## config.mk

```make
export PLATFORM = sky130hd
export DESIGN_NAME = serial_boot_flash_loader
export DESIGN_NICKNAME = d
export VERILOG_FILES = /design/src/sbl_pkg.sv /design/src/serial_boot_flash_loader.sv
export SDC_FILE = /design/constraint.sdc
export NUM_CORES = 2
export LEC_CHECK = 0
export BUFFER_PORTS_ARGS = -buffer_cell sky130_fd_sc_hd__buf_4
export CAP_MARGIN = 20
export CORE_MARGIN = 3
export CORE_UTILIZATION = 65
export CTS_BUF_LIST = sky130_fd_sc_hd__clkbuf_2
export CTS_CLUSTER_DIAMETER = 200
export CTS_CLUSTER_SIZE = 20
export DETAILED_ROUTE_END_ITERATION = 10
export PLACE_DENSITY = 0.81
export SLEW_MARGIN = 5
export SYNTH_ARGS = -nofsm -noshare
export SYNTH_HDL_FRONTEND = slang
export SYNTH_SLANG_ARGS = --single-unit
```

## constraint.sdc

```tcl
create_clock -name core_clk -period 7.1 [get_ports core_clk]
set_input_delay 0 -clock core_clk [delete_from_list [all_inputs] [get_ports core_clk]]
set_output_delay 0 -clock core_clk [all_outputs]
set_load 0.01 [all_outputs]
```

## src/sbl_pkg.sv

```systemverilog
// Constants for the serial boot flash loader
// Function
// - Match sync 5AH, then run at 9600
// - Echo 5AH; on failure retry another rate
// - Echo valid rate code, switch after echo
// - Invalid rate code: send 62H thrice, halt
// - Command 30H selects flash write, echoed
// - Unknown command: send 63H thrice, halt
// - Bytes 7 and 9 form count address
// - Bytes 11 and 13 form compare address
// - Receive error in address bytes: silent halt
// - Compare N password bytes against memory
// - Password mismatch halts silently
// - All-FFH vector area skips password check
// - Discard bytes silently until 3AH mark
// - Parse length, address, type, data, checksum
// - Stage data, program flash in 32-byte pages
// - Receive or format error: silent halt
// - End record: send 16-bit sum, high first
// - After sum, wait for next command
// - Command 60H echoed, then halt
`default_nettype none
package sbl_pkg;
    localparam logic [7:0] SYNC_BYTE = 8'h5A;
    localparam logic [7:0] BAUD_DEFAULT = 8'h28;
    localparam logic [7:0] CMD_FLASH = 8'h30;
    localparam logic [7:0] CMD_RAM = 8'h60;
    localparam logic [7:0] ERR_BAUD = 8'h62;
    localparam logic [7:0] ERR_CMD = 8'h63;
    localparam logic [7:0] REC_MARK = 8'h3A;
    localparam logic [7:0] REC_DATA = 8'h00;
    localparam logic [7:0] REC_END = 8'h01;
    localparam logic [7:0] BLANK_BYTE = 8'hFF;
    localparam logic [1:0] ERR_REPEAT = 2'h3;
    localparam logic [15:0] VEC_FIRST = 16'hFFE0;
    localparam logic [4:0] VEC_LAST_IDX = 5'h1F;
    localparam int PAGE_BYTES = 32;
    localparam int PAGE_BITS = 5;
    localparam logic [15:0] FLASH_BASE = 16'hE000;
    localparam int FLASH_BYTES = 8192;
    localparam int CLK_HZ = 125_000_000;
    localparam int INIT_BAUD = 9600;
    localparam int NUM_CODES = 6;
    localparam logic [7:0] BAUD_CODE_DEF [NUM_CODES] =
        '{8'h18, 8'h28, 8'h3C, 8'h50, 8'h64, 8'h78};
    localparam int BAUD_RATE_DEF [NUM_CODES] =
        '{4800, 9600, 19200, 38400, 57600, 115200};
endpackage
`default_nettype wire

```

## src/serial_boot_flash_loader.sv

```systemverilog
// Serial boot protocol engine with UART, password and page programming
`timescale 1ns/10ps
`default_nettype none
module serial_boot_flash_loader #(
    parameter int CLK_HZ = sbl_pkg::CLK_HZ,
    parameter int FLASH_BYTES = sbl_pkg::FLASH_BYTES,
    parameter logic [7:0] BAUD_CODE [sbl_pkg::NUM_CODES] =
        sbl_pkg::BAUD_CODE_DEF,
    parameter int BAUD_RATE [sbl_pkg::NUM_CODES] = sbl_pkg::BAUD_RATE_DEF
) (
    input wire logic core_clk,
    input wire logic resetn,
    input wire logic rxd,
    output logic txd,
    output logic [15:0] memAddr,
    output logic memRead,
    input wire logic [7:0] memRdata,
    output logic flashWe,
    output logic [15:0] flashAddr,
    output logic [7:0] flashData,
    output logic flashCommit,
    input wire logic flashBusy,
    output logic halted
);
    localparam logic [15:0] INIT_DIV = 16'(CLK_HZ / sbl_pkg::INIT_BAUD);
    localparam logic [15:0] LAST_SUM = 16'(FLASH_BYTES - 1);

    if (CLK_HZ / 4800 > 60000 || FLASH_BYTES > 65536 ||
        sbl_pkg::PAGE_BYTES != 32) begin : g_bad_cfg
        $error("Unsupported clock, flash size or page size");
    end

    typedef enum logic [4:0] {
        S_SYNC, S_BAUD, S_CMD, S_TX_WAIT, S_ERR_TX, S_ADDR, S_CAP_CNT,
        S_BLANK_RD, S_BLANK_CAP, S_PW_RX, S_PW_CMP, S_REC_MARK, S_REC_HDR,
        S_REC_DATA, S_REC_CHK, S_COPY, S_PROG, S_PROG_WAIT, S_SUM_RD,
        S_SUM_CAP, S_SUM_LO, S_HALT
    } state_t;

    typedef struct packed {
        state_t st;
        state_t after;
        logic [15:0] div;
        logic [1:0] trial;
        logic [15:0] pendDiv;
        logic applyDiv;
        logic rxBusy;
        logic [15:0] rxCnt;
        logic [3:0] rxBits;
        logic [7:0] rxShift;
        logic rxValid;
        logic rxFerr;
        logic [7:0] rxByte;
        logic txGo;
        logic [7:0] txByte;
        logic txBusy;
        logic [15:0] txCnt;
        logic [3:0] txBits;
        logic [9:0] txShift;
        logic txd;
        logic [1:0] errLeft;
        logic [1:0] idx;
        logic [15:0] cntAddr;
        logic [15:0] cmpAddr;
        logic [7:0] pwLeft;
        logic blank;
        logic [4:0] vecIdx;
        logic [7:0] recLen;
        logic [7:0] recType;
        logic [7:0] recSum;
        logic [7:0] recI;
        logic [15:0] recAddr;
        logic [15:0] pageBase;
        logic [31:0] pageMask;
        logic [5:0] progIdx;
        logic [15:0] sumCnt;
        logic [15:0] imageChecksum;
        logic [15:0] memAddr;
        logic memRead;
        logic flashWe;
        logic [15:0] flashAddr;
        logic [7:0] flashData;
        logic flashCommit;
        logic halted;
    } regs_t;

    regs_t s;
    regs_t next_s;
    logic [7:0] recBuf [256];
    logic [7:0] pageBuf [sbl_pkg::PAGE_BYTES];
    logic recWe;
    logic [7:0] recWa;
    logic pageWe;
    logic [4:0] pageWa;
    logic [7:0] pageWd;
    logic [16:0] codeHit;
    logic [15:0] copyAddr;

    // Baud code lookup: {found, divisor}
    function automatic logic [16:0] codeDiv(input logic [7:0] code);
        logic [16:0] r;
        r = '0;
        for (int i = 0; i < sbl_pkg::NUM_CODES; i++) begin
            if (BAUD_CODE[i] == code) begin
                r = {1'b1, 16'(CLK_HZ / BAUD_RATE[i])};
            end
        end
        return r;
    endfunction

    // Trial divisors around the 9600 rate
    function automatic logic [15:0] trialDiv(input logic [1:0] t);
        case (t)
            2'h0: trialDiv = INIT_DIV;
            2'h1: trialDiv = INIT_DIV + (INIT_DIV >> 5);
            2'h2: trialDiv = INIT_DIV - (INIT_DIV >> 5);
            default: trialDiv = INIT_DIV + (INIT_DIV >> 4);
        endcase
    endfunction

    always_comb begin
        next_s = s;
        next_s.rxValid = 1'b0;
        next_s.rxFerr = 1'b0;
        next_s.txGo = 1'b0;
        next_s.memRead = 1'b0;
        next_s.flashWe = 1'b0;
        next_s.flashCommit = 1'b0;
        recWe = 1'b0;
        recWa = s.recI;
        pageWe = 1'b0;
        pageWa = '0;
        pageWd = '0;
        codeHit = codeDiv(s.rxByte);
        copyAddr = 16'(s.recAddr + 16'(s.recI));
        // Receiver
        if (!s.halted) begin
            if (!s.rxBusy) begin
                if (!rxd) begin
                    next_s.rxBusy = 1'b1;
                    next_s.rxCnt = (s.div >> 1) - 16'h0001;
                    next_s.rxBits = '0;
                end
            end else if (s.rxCnt != 16'h0000) begin
                next_s.rxCnt = s.rxCnt - 16'h0001;
            end else begin
                next_s.rxCnt = s.div - 16'h0001;
                if (s.rxBits == 4'h0) begin
                    next_s.rxBusy = !rxd;
                    next_s.rxBits = 4'h1;
                end else if (s.rxBits != 4'h9) begin
                    next_s.rxShift = {rxd, s.rxShift[7:1]};
                    next_s.rxBits = s.rxBits + 4'h1;
                end else begin
                    next_s.rxBusy = 1'b0;
                    next_s.rxValid = rxd;
                    next_s.rxFerr = !rxd;
                    next_s.rxByte = s.rxShift;
                end
            end
        end
        // Transmitter
        if (s.txGo) begin
            next_s.txBusy = 1'b1;
            next_s.txShift = {1'b1, s.txByte, 1'b0};
            next_s.txd = 1'b0;
            next_s.txCnt = s.div - 16'h0001;
            next_s.txBits = '0;
        end else if (s.txBusy) begin
            if (s.txCnt != 16'h0000) begin
                next_s.txCnt = s.txCnt - 16'h0001;
            end else if (s.txBits == 4'h9) begin
                next_s.txBusy = 1'b0;
                next_s.txd = 1'b1;
            end else begin
                next_s.txCnt = s.div - 16'h0001;
                next_s.txShift = {1'b1, s.txShift[9:1]};
                next_s.txd = s.txShift[1];
                next_s.txBits = s.txBits + 4'h1;
            end
        end
        // Receive errors after sync end the session silently
        if (s.rxFerr && s.st != S_SYNC && s.st != S_HALT) begin
            next_s.st = S_HALT;
            next_s.txBusy = 1'b0;
            next_s.txd = 1'b1;
            next_s.halted = 1'b1;
        end else begin
            case (s.st)
                S_SYNC: begin
                    if (s.rxValid && s.rxByte == sbl_pkg::SYNC_BYTE) begin
                        next_s.div = INIT_DIV;
                        next_s.txByte = sbl_pkg::SYNC_BYTE;
                        next_s.txGo = 1'b1;
                        next_s.after = S_BAUD;
                        next_s.st = S_TX_WAIT;
                    end else if (s.rxValid || s.rxFerr) begin
                        next_s.trial = s.trial + 2'h1;
                        next_s.div = trialDiv(s.trial + 2'h1);
                    end
                end
                S_BAUD: begin
                    if (s.rxValid) begin
                        if (codeHit[16]) begin
                            next_s.txByte = s.rxByte;
                            next_s.txGo = 1'b1;
                            next_s.pendDiv = codeHit[15:0];
                            next_s.applyDiv = 1'b1;
                            next_s.after = S_CMD;
                            next_s.st = S_TX_WAIT;
                        end else begin
                            next_s.txByte = sbl_pkg::ERR_BAUD;
                            next_s.errLeft = sbl_pkg::ERR_REPEAT;
                            next_s.st = S_ERR_TX;
                        end
                    end
                end
                S_CMD: begin
                    if (s.rxValid) begin
                        next_s.txByte = s.rxByte;
                        next_s.idx = '0;
                        if (s.rxByte == sbl_pkg::CMD_FLASH) begin
                            next_s.txGo = 1'b1;
                            next_s.after = S_ADDR;
                            next_s.st = S_TX_WAIT;
                        end else if (s.rxByte == sbl_pkg::CMD_RAM) begin
                            next_s.txGo = 1'b1;
                            next_s.after = S_HALT;
                            next_s.st = S_TX_WAIT;
                        end else begin
                            next_s.txByte = sbl_pkg::ERR_CMD;
                            next_s.errLeft = sbl_pkg::ERR_REPEAT;
                            next_s.st = S_ERR_TX;
                        end
                    end
                end
                S_TX_WAIT: begin
                    if (!s.txBusy && !s.txGo) begin
                        if (s.applyDiv) begin
                            next_s.div = s.pendDiv;
                        end
                        next_s.applyDiv = 1'b0;
                        next_s.st = s.after;
                        next_s.halted = (s.after == S_HALT);
                    end
                end
                S_ERR_TX: begin
                    if (!s.txBusy && !s.txGo) begin
                        if (s.errLeft == 2'h0) begin
                            next_s.st = S_HALT;
                            next_s.halted = 1'b1;
                        end else begin
                            next_s.txGo = 1'b1;
                            next_s.errLeft = s.errLeft - 2'h1;
                        end
                    end
                end
                S_ADDR: begin
                    if (s.rxValid) begin
                        next_s.idx = s.idx + 2'h1;
                        case (s.idx)
                            2'h0: next_s.cntAddr[15:8] = s.rxByte;
                            2'h1: next_s.cntAddr[7:0] = s.rxByte;
                            2'h2: next_s.cmpAddr[15:8] = s.rxByte;
                            default: begin
                                next_s.cmpAddr[7:0] = s.rxByte;
                                next_s.memAddr = s.cntAddr;
                                next_s.memRead = 1'b1;
                                next_s.st = S_CAP_CNT;
                            end
                        endcase
                    end
                end
                S_CAP_CNT: begin
                    next_s.pwLeft = memRdata;
                    next_s.blank = 1'b1;
                    next_s.vecIdx = '0;
                    next_s.st = S_BLANK_RD;
                end
                S_BLANK_RD: begin
                    next_s.memAddr = sbl_pkg::VEC_FIRST | 16'(s.vecIdx);
                    next_s.memRead = 1'b1;
                    next_s.st = S_BLANK_CAP;
                end
                S_BLANK_CAP: begin
                    next_s.blank = s.blank && memRdata == sbl_pkg::BLANK_BYTE;
                    next_s.vecIdx = s.vecIdx + 5'h01;
                    if (s.vecIdx != sbl_pkg::VEC_LAST_IDX) begin
                        next_s.st = S_BLANK_RD;
                    end else if (s.pwLeft == 8'h00) begin
                        next_s.st = S_REC_MARK;
                    end else begin
                        next_s.st = S_PW_RX;
                    end
                end
                S_PW_RX: begin
                    if (s.rxValid) begin
                        next_s.memAddr = s.cmpAddr;
                        next_s.memRead = 1'b1;
                        next_s.st = S_PW_CMP;
                    end
                end
                S_PW_CMP: begin
                    if (!s.blank && memRdata != s.rxByte) begin
                        next_s.st = S_HALT;
                        next_s.halted = 1'b1;
                    end else begin
                        next_s.cmpAddr = s.cmpAddr + 16'h0001;
                        next_s.pwLeft = s.pwLeft - 8'h01;
                        next_s.st = (s.pwLeft == 8'h01) ? S_REC_MARK : S_PW_RX;
                    end
                end
                S_REC_MARK: begin
                    if (s.rxValid && s.rxByte == sbl_pkg::REC_MARK) begin
                        next_s.idx = '0;
                        next_s.recSum = '0;
                        next_s.recI = '0;
                        next_s.st = S_REC_HDR;
                    end
                end
                S_REC_HDR: begin
                    if (s.rxValid) begin
                        next_s.recSum = s.recSum + s.rxByte;
                        next_s.idx = s.idx + 2'h1;
                        case (s.idx)
                            2'h0: next_s.recLen = s.rxByte;
                            2'h1: next_s.recAddr[15:8] = s.rxByte;
                            2'h2: next_s.recAddr[7:0] = s.rxByte;
                            default: begin
                                next_s.recType = s.rxByte;
                                next_s.st = (s.recLen == 8'h00) ?
                                    S_REC_CHK : S_REC_DATA;
                            end
                        endcase
                    end
                end
                S_REC_DATA: begin
                    if (s.rxValid) begin
                        recWe = 1'b1;
                        next_s.recSum = s.recSum + s.rxByte;
                        next_s.recI = s.recI + 8'h01;
                        if (s.recI == s.recLen - 8'h01) begin
                            next_s.st = S_REC_CHK;
                        end
                    end
                end
                S_REC_CHK: begin
                    if (s.rxValid) begin
                        next_s.recI = '0;
                        next_s.sumCnt = '0;
                        next_s.imageChecksum = '0;
                        next_s.progIdx = '0;
                        if (8'(s.recSum + s.rxByte) != 8'h00) begin
                            next_s.st = S_HALT;
                            next_s.halted = 1'b1;
                        end else if (s.recType == sbl_pkg::REC_DATA) begin
                            next_s.st = S_COPY;
                        end else if (s.recType == sbl_pkg::REC_END) begin
                            next_s.after = S_SUM_RD;
                            next_s.st = (s.pageMask != '0) ? S_PROG : S_SUM_RD;
                        end else begin
                            next_s.st = S_REC_MARK;
                        end
                    end
                end
                S_COPY: begin
                    if (s.recI == s.recLen) begin
                        next_s.st = S_REC_MARK;
                    end else if (s.pageMask != '0 &&
                        copyAddr[15:5] != s.pageBase[15:5]) begin
                        next_s.after = S_COPY;
                        next_s.st = S_PROG;
                    end else begin
                        pageWe = 1'b1;
                        pageWa = copyAddr[4:0];
                        pageWd = recBuf[s.recI];
                        next_s.pageMask[copyAddr[4:0]] = 1'b1;
                        next_s.pageBase = {copyAddr[15:5], 5'h00};
                        next_s.recI = s.recI + 8'h01;
                    end
                end
                S_PROG: begin
                    if (s.progIdx[5]) begin
                        next_s.flashCommit = 1'b1;
                        next_s.flashAddr = s.pageBase;
                        next_s.st = S_PROG_WAIT;
                    end else begin
                        next_s.flashWe = s.pageMask[s.progIdx[4:0]];
                        next_s.flashAddr = s.pageBase | 16'(s.progIdx[4:0]);
                        next_s.flashData = pageBuf[s.progIdx[4:0]];
                        next_s.progIdx = s.progIdx + 6'h01;
                    end
                end
                S_PROG_WAIT: begin
                    if (!flashBusy && !s.flashCommit) begin
                        next_s.pageMask = '0;
                        next_s.progIdx = '0;
                        next_s.st = s.after;
                    end
                end
                S_SUM_RD: begin
                    next_s.memAddr = 16'(sbl_pkg::FLASH_BASE + s.sumCnt);
                    next_s.memRead = 1'b1;
                    next_s.st = S_SUM_CAP;
                end
                S_SUM_CAP: begin
                    next_s.imageChecksum = s.imageChecksum + 16'(memRdata);
                    next_s.sumCnt = s.sumCnt + 16'h0001;
                    next_s.st = S_SUM_RD;
                    if (s.sumCnt == LAST_SUM) begin
                        next_s.txByte = next_s.imageChecksum[15:8];
                        next_s.txGo = 1'b1;
                        next_s.after = S_SUM_LO;
                        next_s.st = S_TX_WAIT;
                    end
                end
                S_SUM_LO: begin
                    next_s.txByte = s.imageChecksum[7:0];
                    next_s.txGo = 1'b1;
                    next_s.after = S_CMD;
                    next_s.st = S_TX_WAIT;
                end
                default: begin
                    next_s.halted = 1'b1;
                end
            endcase
        end
    end

    always_ff @(posedge core_clk) begin
        if (!resetn) begin
            s <= '0;
            s.st <= S_SYNC;
            s.after <= S_SYNC;
            s.div <= INIT_DIV;
            s.txd <= 1'b1;
        end else begin
            s <= next_s;
        end
    end

    // Record and page staging memories
    always_ff @(posedge core_clk) begin
        if (recWe) begin
            recBuf[recWa] <= s.rxByte;
        end
        if (pageWe) begin
            pageBuf[pageWa] <= pageWd;
        end
    end

    assign txd = s.txd;
    assign memAddr = s.memAddr;
    assign memRead = s.memRead;
    assign flashWe = s.flashWe;
    assign flashAddr = s.flashAddr;
    assign flashData = s.flashData;
    assign flashCommit = s.flashCommit;
    assign halted = s.halted;
endmodule // serial_boot_flash_loader
`default_nettype wire

```

* Word-level counts from Yosys, hierarchy flattened
Memory sizes are Yosys's and may differ from the RTL's. A register that Yosys moved wholly into a read port is not among the register bits.
Index checks and enable logic that the tools add are counted.
** Cells by class
- Eq/ne operators :: 110
- Order comparisons :: 3
- Shift-type cells :: 0
- $add $sub $neg :: 20
- Reduce and logical (&&, ||, !) cells :: 95
- Divide/modulo/power cells :: 0
- Mux-type cells :: 165
- Bitwise operators :: 17
- Multiply operators :: 0
** Operators with widths (number)
- 2-to-1 mux 17 bit :: 9
- 2-to-1 mux 5 bit :: 30
- 2-to-1 mux 8 bit :: 17
- 2-to-1 mux 16 bit :: 8
- 2-to-1 mux 32 bit :: 4
- case mux 32 bit (2 select lines) :: 2
- case mux 5 bit (21 select lines) :: 1
- 2-to-1 mux 10 bit :: 8
- 2-to-1 mux 38 bit :: 2
- inequality test 2 bit (second input constant) :: 36
- inequality test 3 bit (second input constant) :: 23
- case mux 17 bit (4 select lines) :: 1
- case mux 16 bit (2 select lines) :: 2
- AND reduction 5 bit :: 10
- subtractor 16 x 1 -> 16 bit (second input constant) :: 3
- AND reduction 4 bit :: 11
- 2-to-1 mux 21 bit :: 2
- == test 5 x 4 -> 1 bit (second input constant) :: 8
- case mux 8 bit (5 select lines) :: 1
- AND reduction 19 bit :: 2
- 2-to-1 mux 18 bit :: 2
- 2-to-1 mux 9 bit :: 4
- 2-to-1 mux 1 bit :: 35
- case mux 5 bit (7 select lines) :: 1
- 90 further kinds :: 188
** Storage, ports and cells
- Bits in writable memories :: 2304
- Bits in read-only memories :: 0
- Bits in latches :: 0
- Input bits :: 12
- Word-level logic and storage cells :: 461
- Output and inout port bits :: 45
- Bits in registers :: 340
- Memories kept :: 2
** Memories
- recBuf :: depth 256, width 8, rd ports 1, clocked after Yosys merged registers in 1, write ports 1, line serial_boot_flash_loader.sv:89 : logic [7:0] recBuf [256];
- pageBuf :: depth 32, width 8, rd ports 1, clocked after Yosys merged registers in 1, write ports 1, line serial_boot_flash_loader.sv:90 : logic [7:0] pageBuf [sbl_pkg::PAGE_BYTES];

* Depth between registers and ports, before layout
- Depth in word-level cells :: 11
- Gate-level depth with buffers :: 13
- Gate-level depth less buffers :: 12

* Worst setup path after synthesis
Ideal clock, no wire load.
- Path type :: register to register
- From :: register s[271] in the netlist's numbering
- To :: register s[344] in the netlist's numbering
- Slack :: 0.850 ns
- Setup time :: 0.058 ns
- Clock period less this slack :: 6.250 ns
- Arrival :: 6.192 ns
- Path buffers :: 0
- Data required time :: 7.042 ns
- Cell stages (with the launch flop) :: 11
- Cells stage by stage :: dfxtp_1 -> ha_1 -> a211oi_1 -> nor2_1 -> xor2_1 -> or4_1 -> nor4_1 -> nand3_1 -> a211oi_2 -> a21boi_2 -> o221a_2
** On the way
- Longest elaborated chain between the ends :: 9
- Elaborated cells on any way between the ends :: 26
- Those cells by class :: add/sub (1); eq/ne (13); mux (9); reduce/logical (3)
** Ends and longest elaborated chain
- start: declaration :: line serial_boot_flash_loader.sv:87 : regs_t s;
- start signal: assignment :: line serial_boot_flash_loader.sv:438 : s <= next_s;
- == test 5 x 8 -> 1 bit :: line serial_boot_flash_loader.sv:104 : if (BAUD_CODE[i] == code) begin
- 2-to-1 mux 17 bit (6 in a row) :: line serial_boot_flash_loader.sv:104
- inequality test 2 bit (no line)
- AND reduction 14 bit (no line)
Several ways; a longest one is shown, not always the timed one. The select of a mux whose other input is x is not followed.
A chain may end at the register's enable or synchronous reset.

* Worst setup path after layout
- From :: register s, in the netlist recWa[5]
- To :: memory pageBuf[14][4] (enable)
** On the way
- Longest elaborated chain between the ends :: 9
- Elaborated cells on any way between the ends :: 14
- Those cells by class :: add/sub (1); eq/ne (2); mux (10); reduce/logical (1)
** Ends and longest elaborated chain
- adder 16 x 8 -> 16 bit :: line serial_boot_flash_loader.sv:135 : copyAddr = 16'(s.recAddr + 16'(s.recI));
- inequality test 11 bit :: line serial_boot_flash_loader.sv:370 : copyAddr[15:5] != s.pageBase[15:5]) begin
- logical AND 1 bit :: line serial_boot_flash_loader.sv:369 : end else if (s.pageMask != '0 &&
- 2-to-1 mux 1 bit :: line serial_boot_flash_loader.sv:369
- 2-to-1 mux 1 bit :: line serial_boot_flash_loader.sv:367 : if (s.recI == s.recLen) begin
- 2-to-1 mux 1 bit :: line serial_boot_flash_loader.sv:189 : case (s.st)
- 2-to-1 mux 1 bit :: line serial_boot_flash_loader.sv:183 : if (s.rxFerr && s.st != S_SYNC && s.st != S_HALT) begin
- 2-to-1 mux 1 bit :: line serial_boot_flash_loader.sv:447 : if (pageWe) begin
- 2-to-1 mux 1 bit (implied by the code) :: line serial_boot_flash_loader.sv:448 : pageBuf[pageWa] <= pageWd;
- end: declaration :: line serial_boot_flash_loader.sv:90
Several ways; a longest one is shown, not always the timed one.

==> results.json <==
{
  "outcome": "finished clean",
  "first_iter_violations": 8613,
  "path_class": "reg -> reg",
  "antenna_found_initial": 5,
  "num_io_pins": 57,
  "syn_avg_cell_area_um2": 17.8,
  "ys_seq_area_share_pct": 70.6,
  "synth_area_leaders": "edfxtp_1, mux4_2, dfxtp_1, nor2_1, nand2_1",
  "viasPerCell": 7.00,
  "hold_class": "in -> reg",
  "clock_latency_ns": 1.87,
  "ys_ff_latch": 2655,
  "die_w_um": 414,
  "min_from": "resetn",
  "cts_tree": "built",
  "rsz0062_at_grt": "false",
  "synth.most_common_cell": "edfxtp_1",
  "ys_top_cells_by_count": "edfxtp_1, mux4_2, nor2_1",
  "initial_utilization_pct": 65.9,
  "syn_inst": 6077,
  "first_global_vias": 56849,
  "cts_buffer_depth": 3,
  "max_cap_violations": 0,
  "dr_wl_met3_mm": 24.9,
  "drive_above_1_share_pct": 20.2,
  "syn-num-nets": 6148,
  "fill_cells": 10047,
  "rows": 148,
  "clk_pin_slew_ns": 0.41,
  "final_area_mm2": 0.112,
  "ys_types": 87,
  "hold_violations": 0,
  "powerDensity_mw_per_mm2": 194,
  "ant_nets": 0,
  "postLayoutCoreUtil_pct": 68.6,
  "nets": 6139,
  "highest_layer": "met4",
  "regArea_mm2": 0.0763,
  "synth_top_area_share_pct": 64.1,
  "p_total_mw": 21.9,
  "vias": 58072,
  "drc": 0,
  "track_usage_pct": 29.8,
  "gp_congestion": 0.909,
  "die_y_um": 414,
  "maxSlewViolCount": 0,
  "syn2layout_area_growth_pct": 4.20,
  "synth_edf_count": 2304,
  "cts_buffers": 150,
  "port_buffers": 56,
  "grt_pass1_wl_mm": 377,
  "leakage_nw": 33.1,
  "synthFlopType": "edfxtp_1",
  "drt_pass1_iterations": 7,
  "synth_warnings": 0,
  "crit_start": "recWa[5]",
  "synthesis.area_mm2": 0.108,
  "grt-ovfl-total": 0,
  "synth_area_leader_cell": "edfxtp_1",
  "clock_sinks": 2655,
  "cts_hold_buf": 62,
  "hpwl_mm": 156,
  "finalSetupTns_ns": 0,
  "multi_input_area_mm2": 0.0299,
  "wirelength_mm": 251,
  "post-cts-setup-buffer-count": 0,
  "endpoint_kind": "flop",
  "dr_wl_met2_mm": 122,
  "synth_async_sr_flop_share_pct": 0,
  "grt_max_degree": 176,
  "crit_arrival_ns": 6.89,
  "fmax_mhz": 180,
  "worstPathMaxFanout": 16,
  "h-tree-depth": 4,
  "r2r_start": "recWa[5]",
  "period_share_pct": 78.2,
  "clock_skew_ns": 0.224,
  "met1_length_mm": 94.5,
  "ir_drop_mv": 0.198,
  "crit_path_start_kind": "flop",
  "fin_crit_ns": 5.55,
  "cts_resized": 0,
  "core_area_mm2": 0.164,
  "cp.required_ns": 8.44,
  "wl_per_cell_um": 30.3,
  "slew-limit-headroom_pct": 21.0,
  "setup_violations": 0,
  "cts_root_buffer": "clkbuf_2",
  "placed_area_mm2": 0.111,
  "tightest_slew_ns": 1.18,
  "die_area_mm2": 0.171
}
## where the power goes
group	switching, mW	internal, mW
registers	0.0136	16.7
clock network	4.28	0.688
logic	0.0934	0.0606
total	4.39	17.5
## cells in the final DEF (no fill, tap or decap), types with 49 or more instances in the layout
master	synthesis	final
buf_4	42	152
xor2_1	67	67
dfxtp_1	351	335
dlygate4sd3_1	0	60
mux2i_1	49	49
mux4_2	762	762
ha_1	56	56
edfxtp_1	2304	2304
nand2_1	328	312
nor3_1	90	88
clkbuf_2	0	172
a21oi_1	210	208
nand3_1	104	104
nor2_1	551	550
o21ai_0	135	135
xnor2_1	60	60
## final cells by class
type / instances / share of cell area (%)
inverter: 46 / 0.158
timing repair buffer: 247 / 2.11
clock inverter: 16 / 0.116
clock buffer: 172 / 0.765
multi-input combinational: 2968 / 26.6
antenna: 13 / 0.0289
sequential: 2655 / 67.8
tap: 2175 / 2.42
## cells by family (layout without fill, tap and decap cells)
family          count (synthesis)  after routing  share of synthesized area, %
xor+xnor                      128            128                          1.05
mux                           814            814                          16.4
fa+ha+maj                      60             60                         0.714
flops                        2655           2655                          70.6
other cells                     0             13                             0
compound gates                659            659                          4.00
simple gates                 1307           1307                          5.42
buf+inv                       454            481                          1.85
## metrics by stage
step	instances	hold slack (ns)	setup WS (ns)
2_1_floorplan	6077	0.0724	0.850
3_3_place_gp	8012	0.243	1.81
3_5_place_dp	8016	0.246	1.71
4_1_cts	8266	0.138	1.49
5_1_grt	8284	0.239	1.24
6_report	8292	0.341	1.55
## routing by layer
layer	up-vias	global-route usage [%]
li1	24193	-
met1	29862	43.2
met2	3470	47.2
met3	547	5.17
met4	0	9.95
met5	-	0
## registers in the layout, indices dropped and copies added (netlist names), 8 cells and up, named ones only
name and cells:
flashData 8, memAddr 16, pageBuf 256, s 290, recWa 8, flashAddr 16
recBuf 2048
## path summary, 6_finish.rpt
path / to / cells past startpoint / slack (ns)
hold / removal: s[260] / 6 / 0.34
hold reg to reg: s[167] / 2 / 0.47
setup / recovery: pageBuf[14][4] / 10 / 1.55
setup reg to reg: pageBuf[14][4] / 10 / 1.55
## critical path: stages, from the launching register on
cell       delay (ns)
dfxtp_1          0.66
ha_1             0.38
a21o_1           0.22
or3_1            0.32
o22ai_2          0.35
mux2_2           0.38
nor3_1           0.22
o2111ai_1        0.24
o21ai_2          0.69
nand2_2          0.58
nor3_1           1.04
Power figures use the tool's default switching activity.
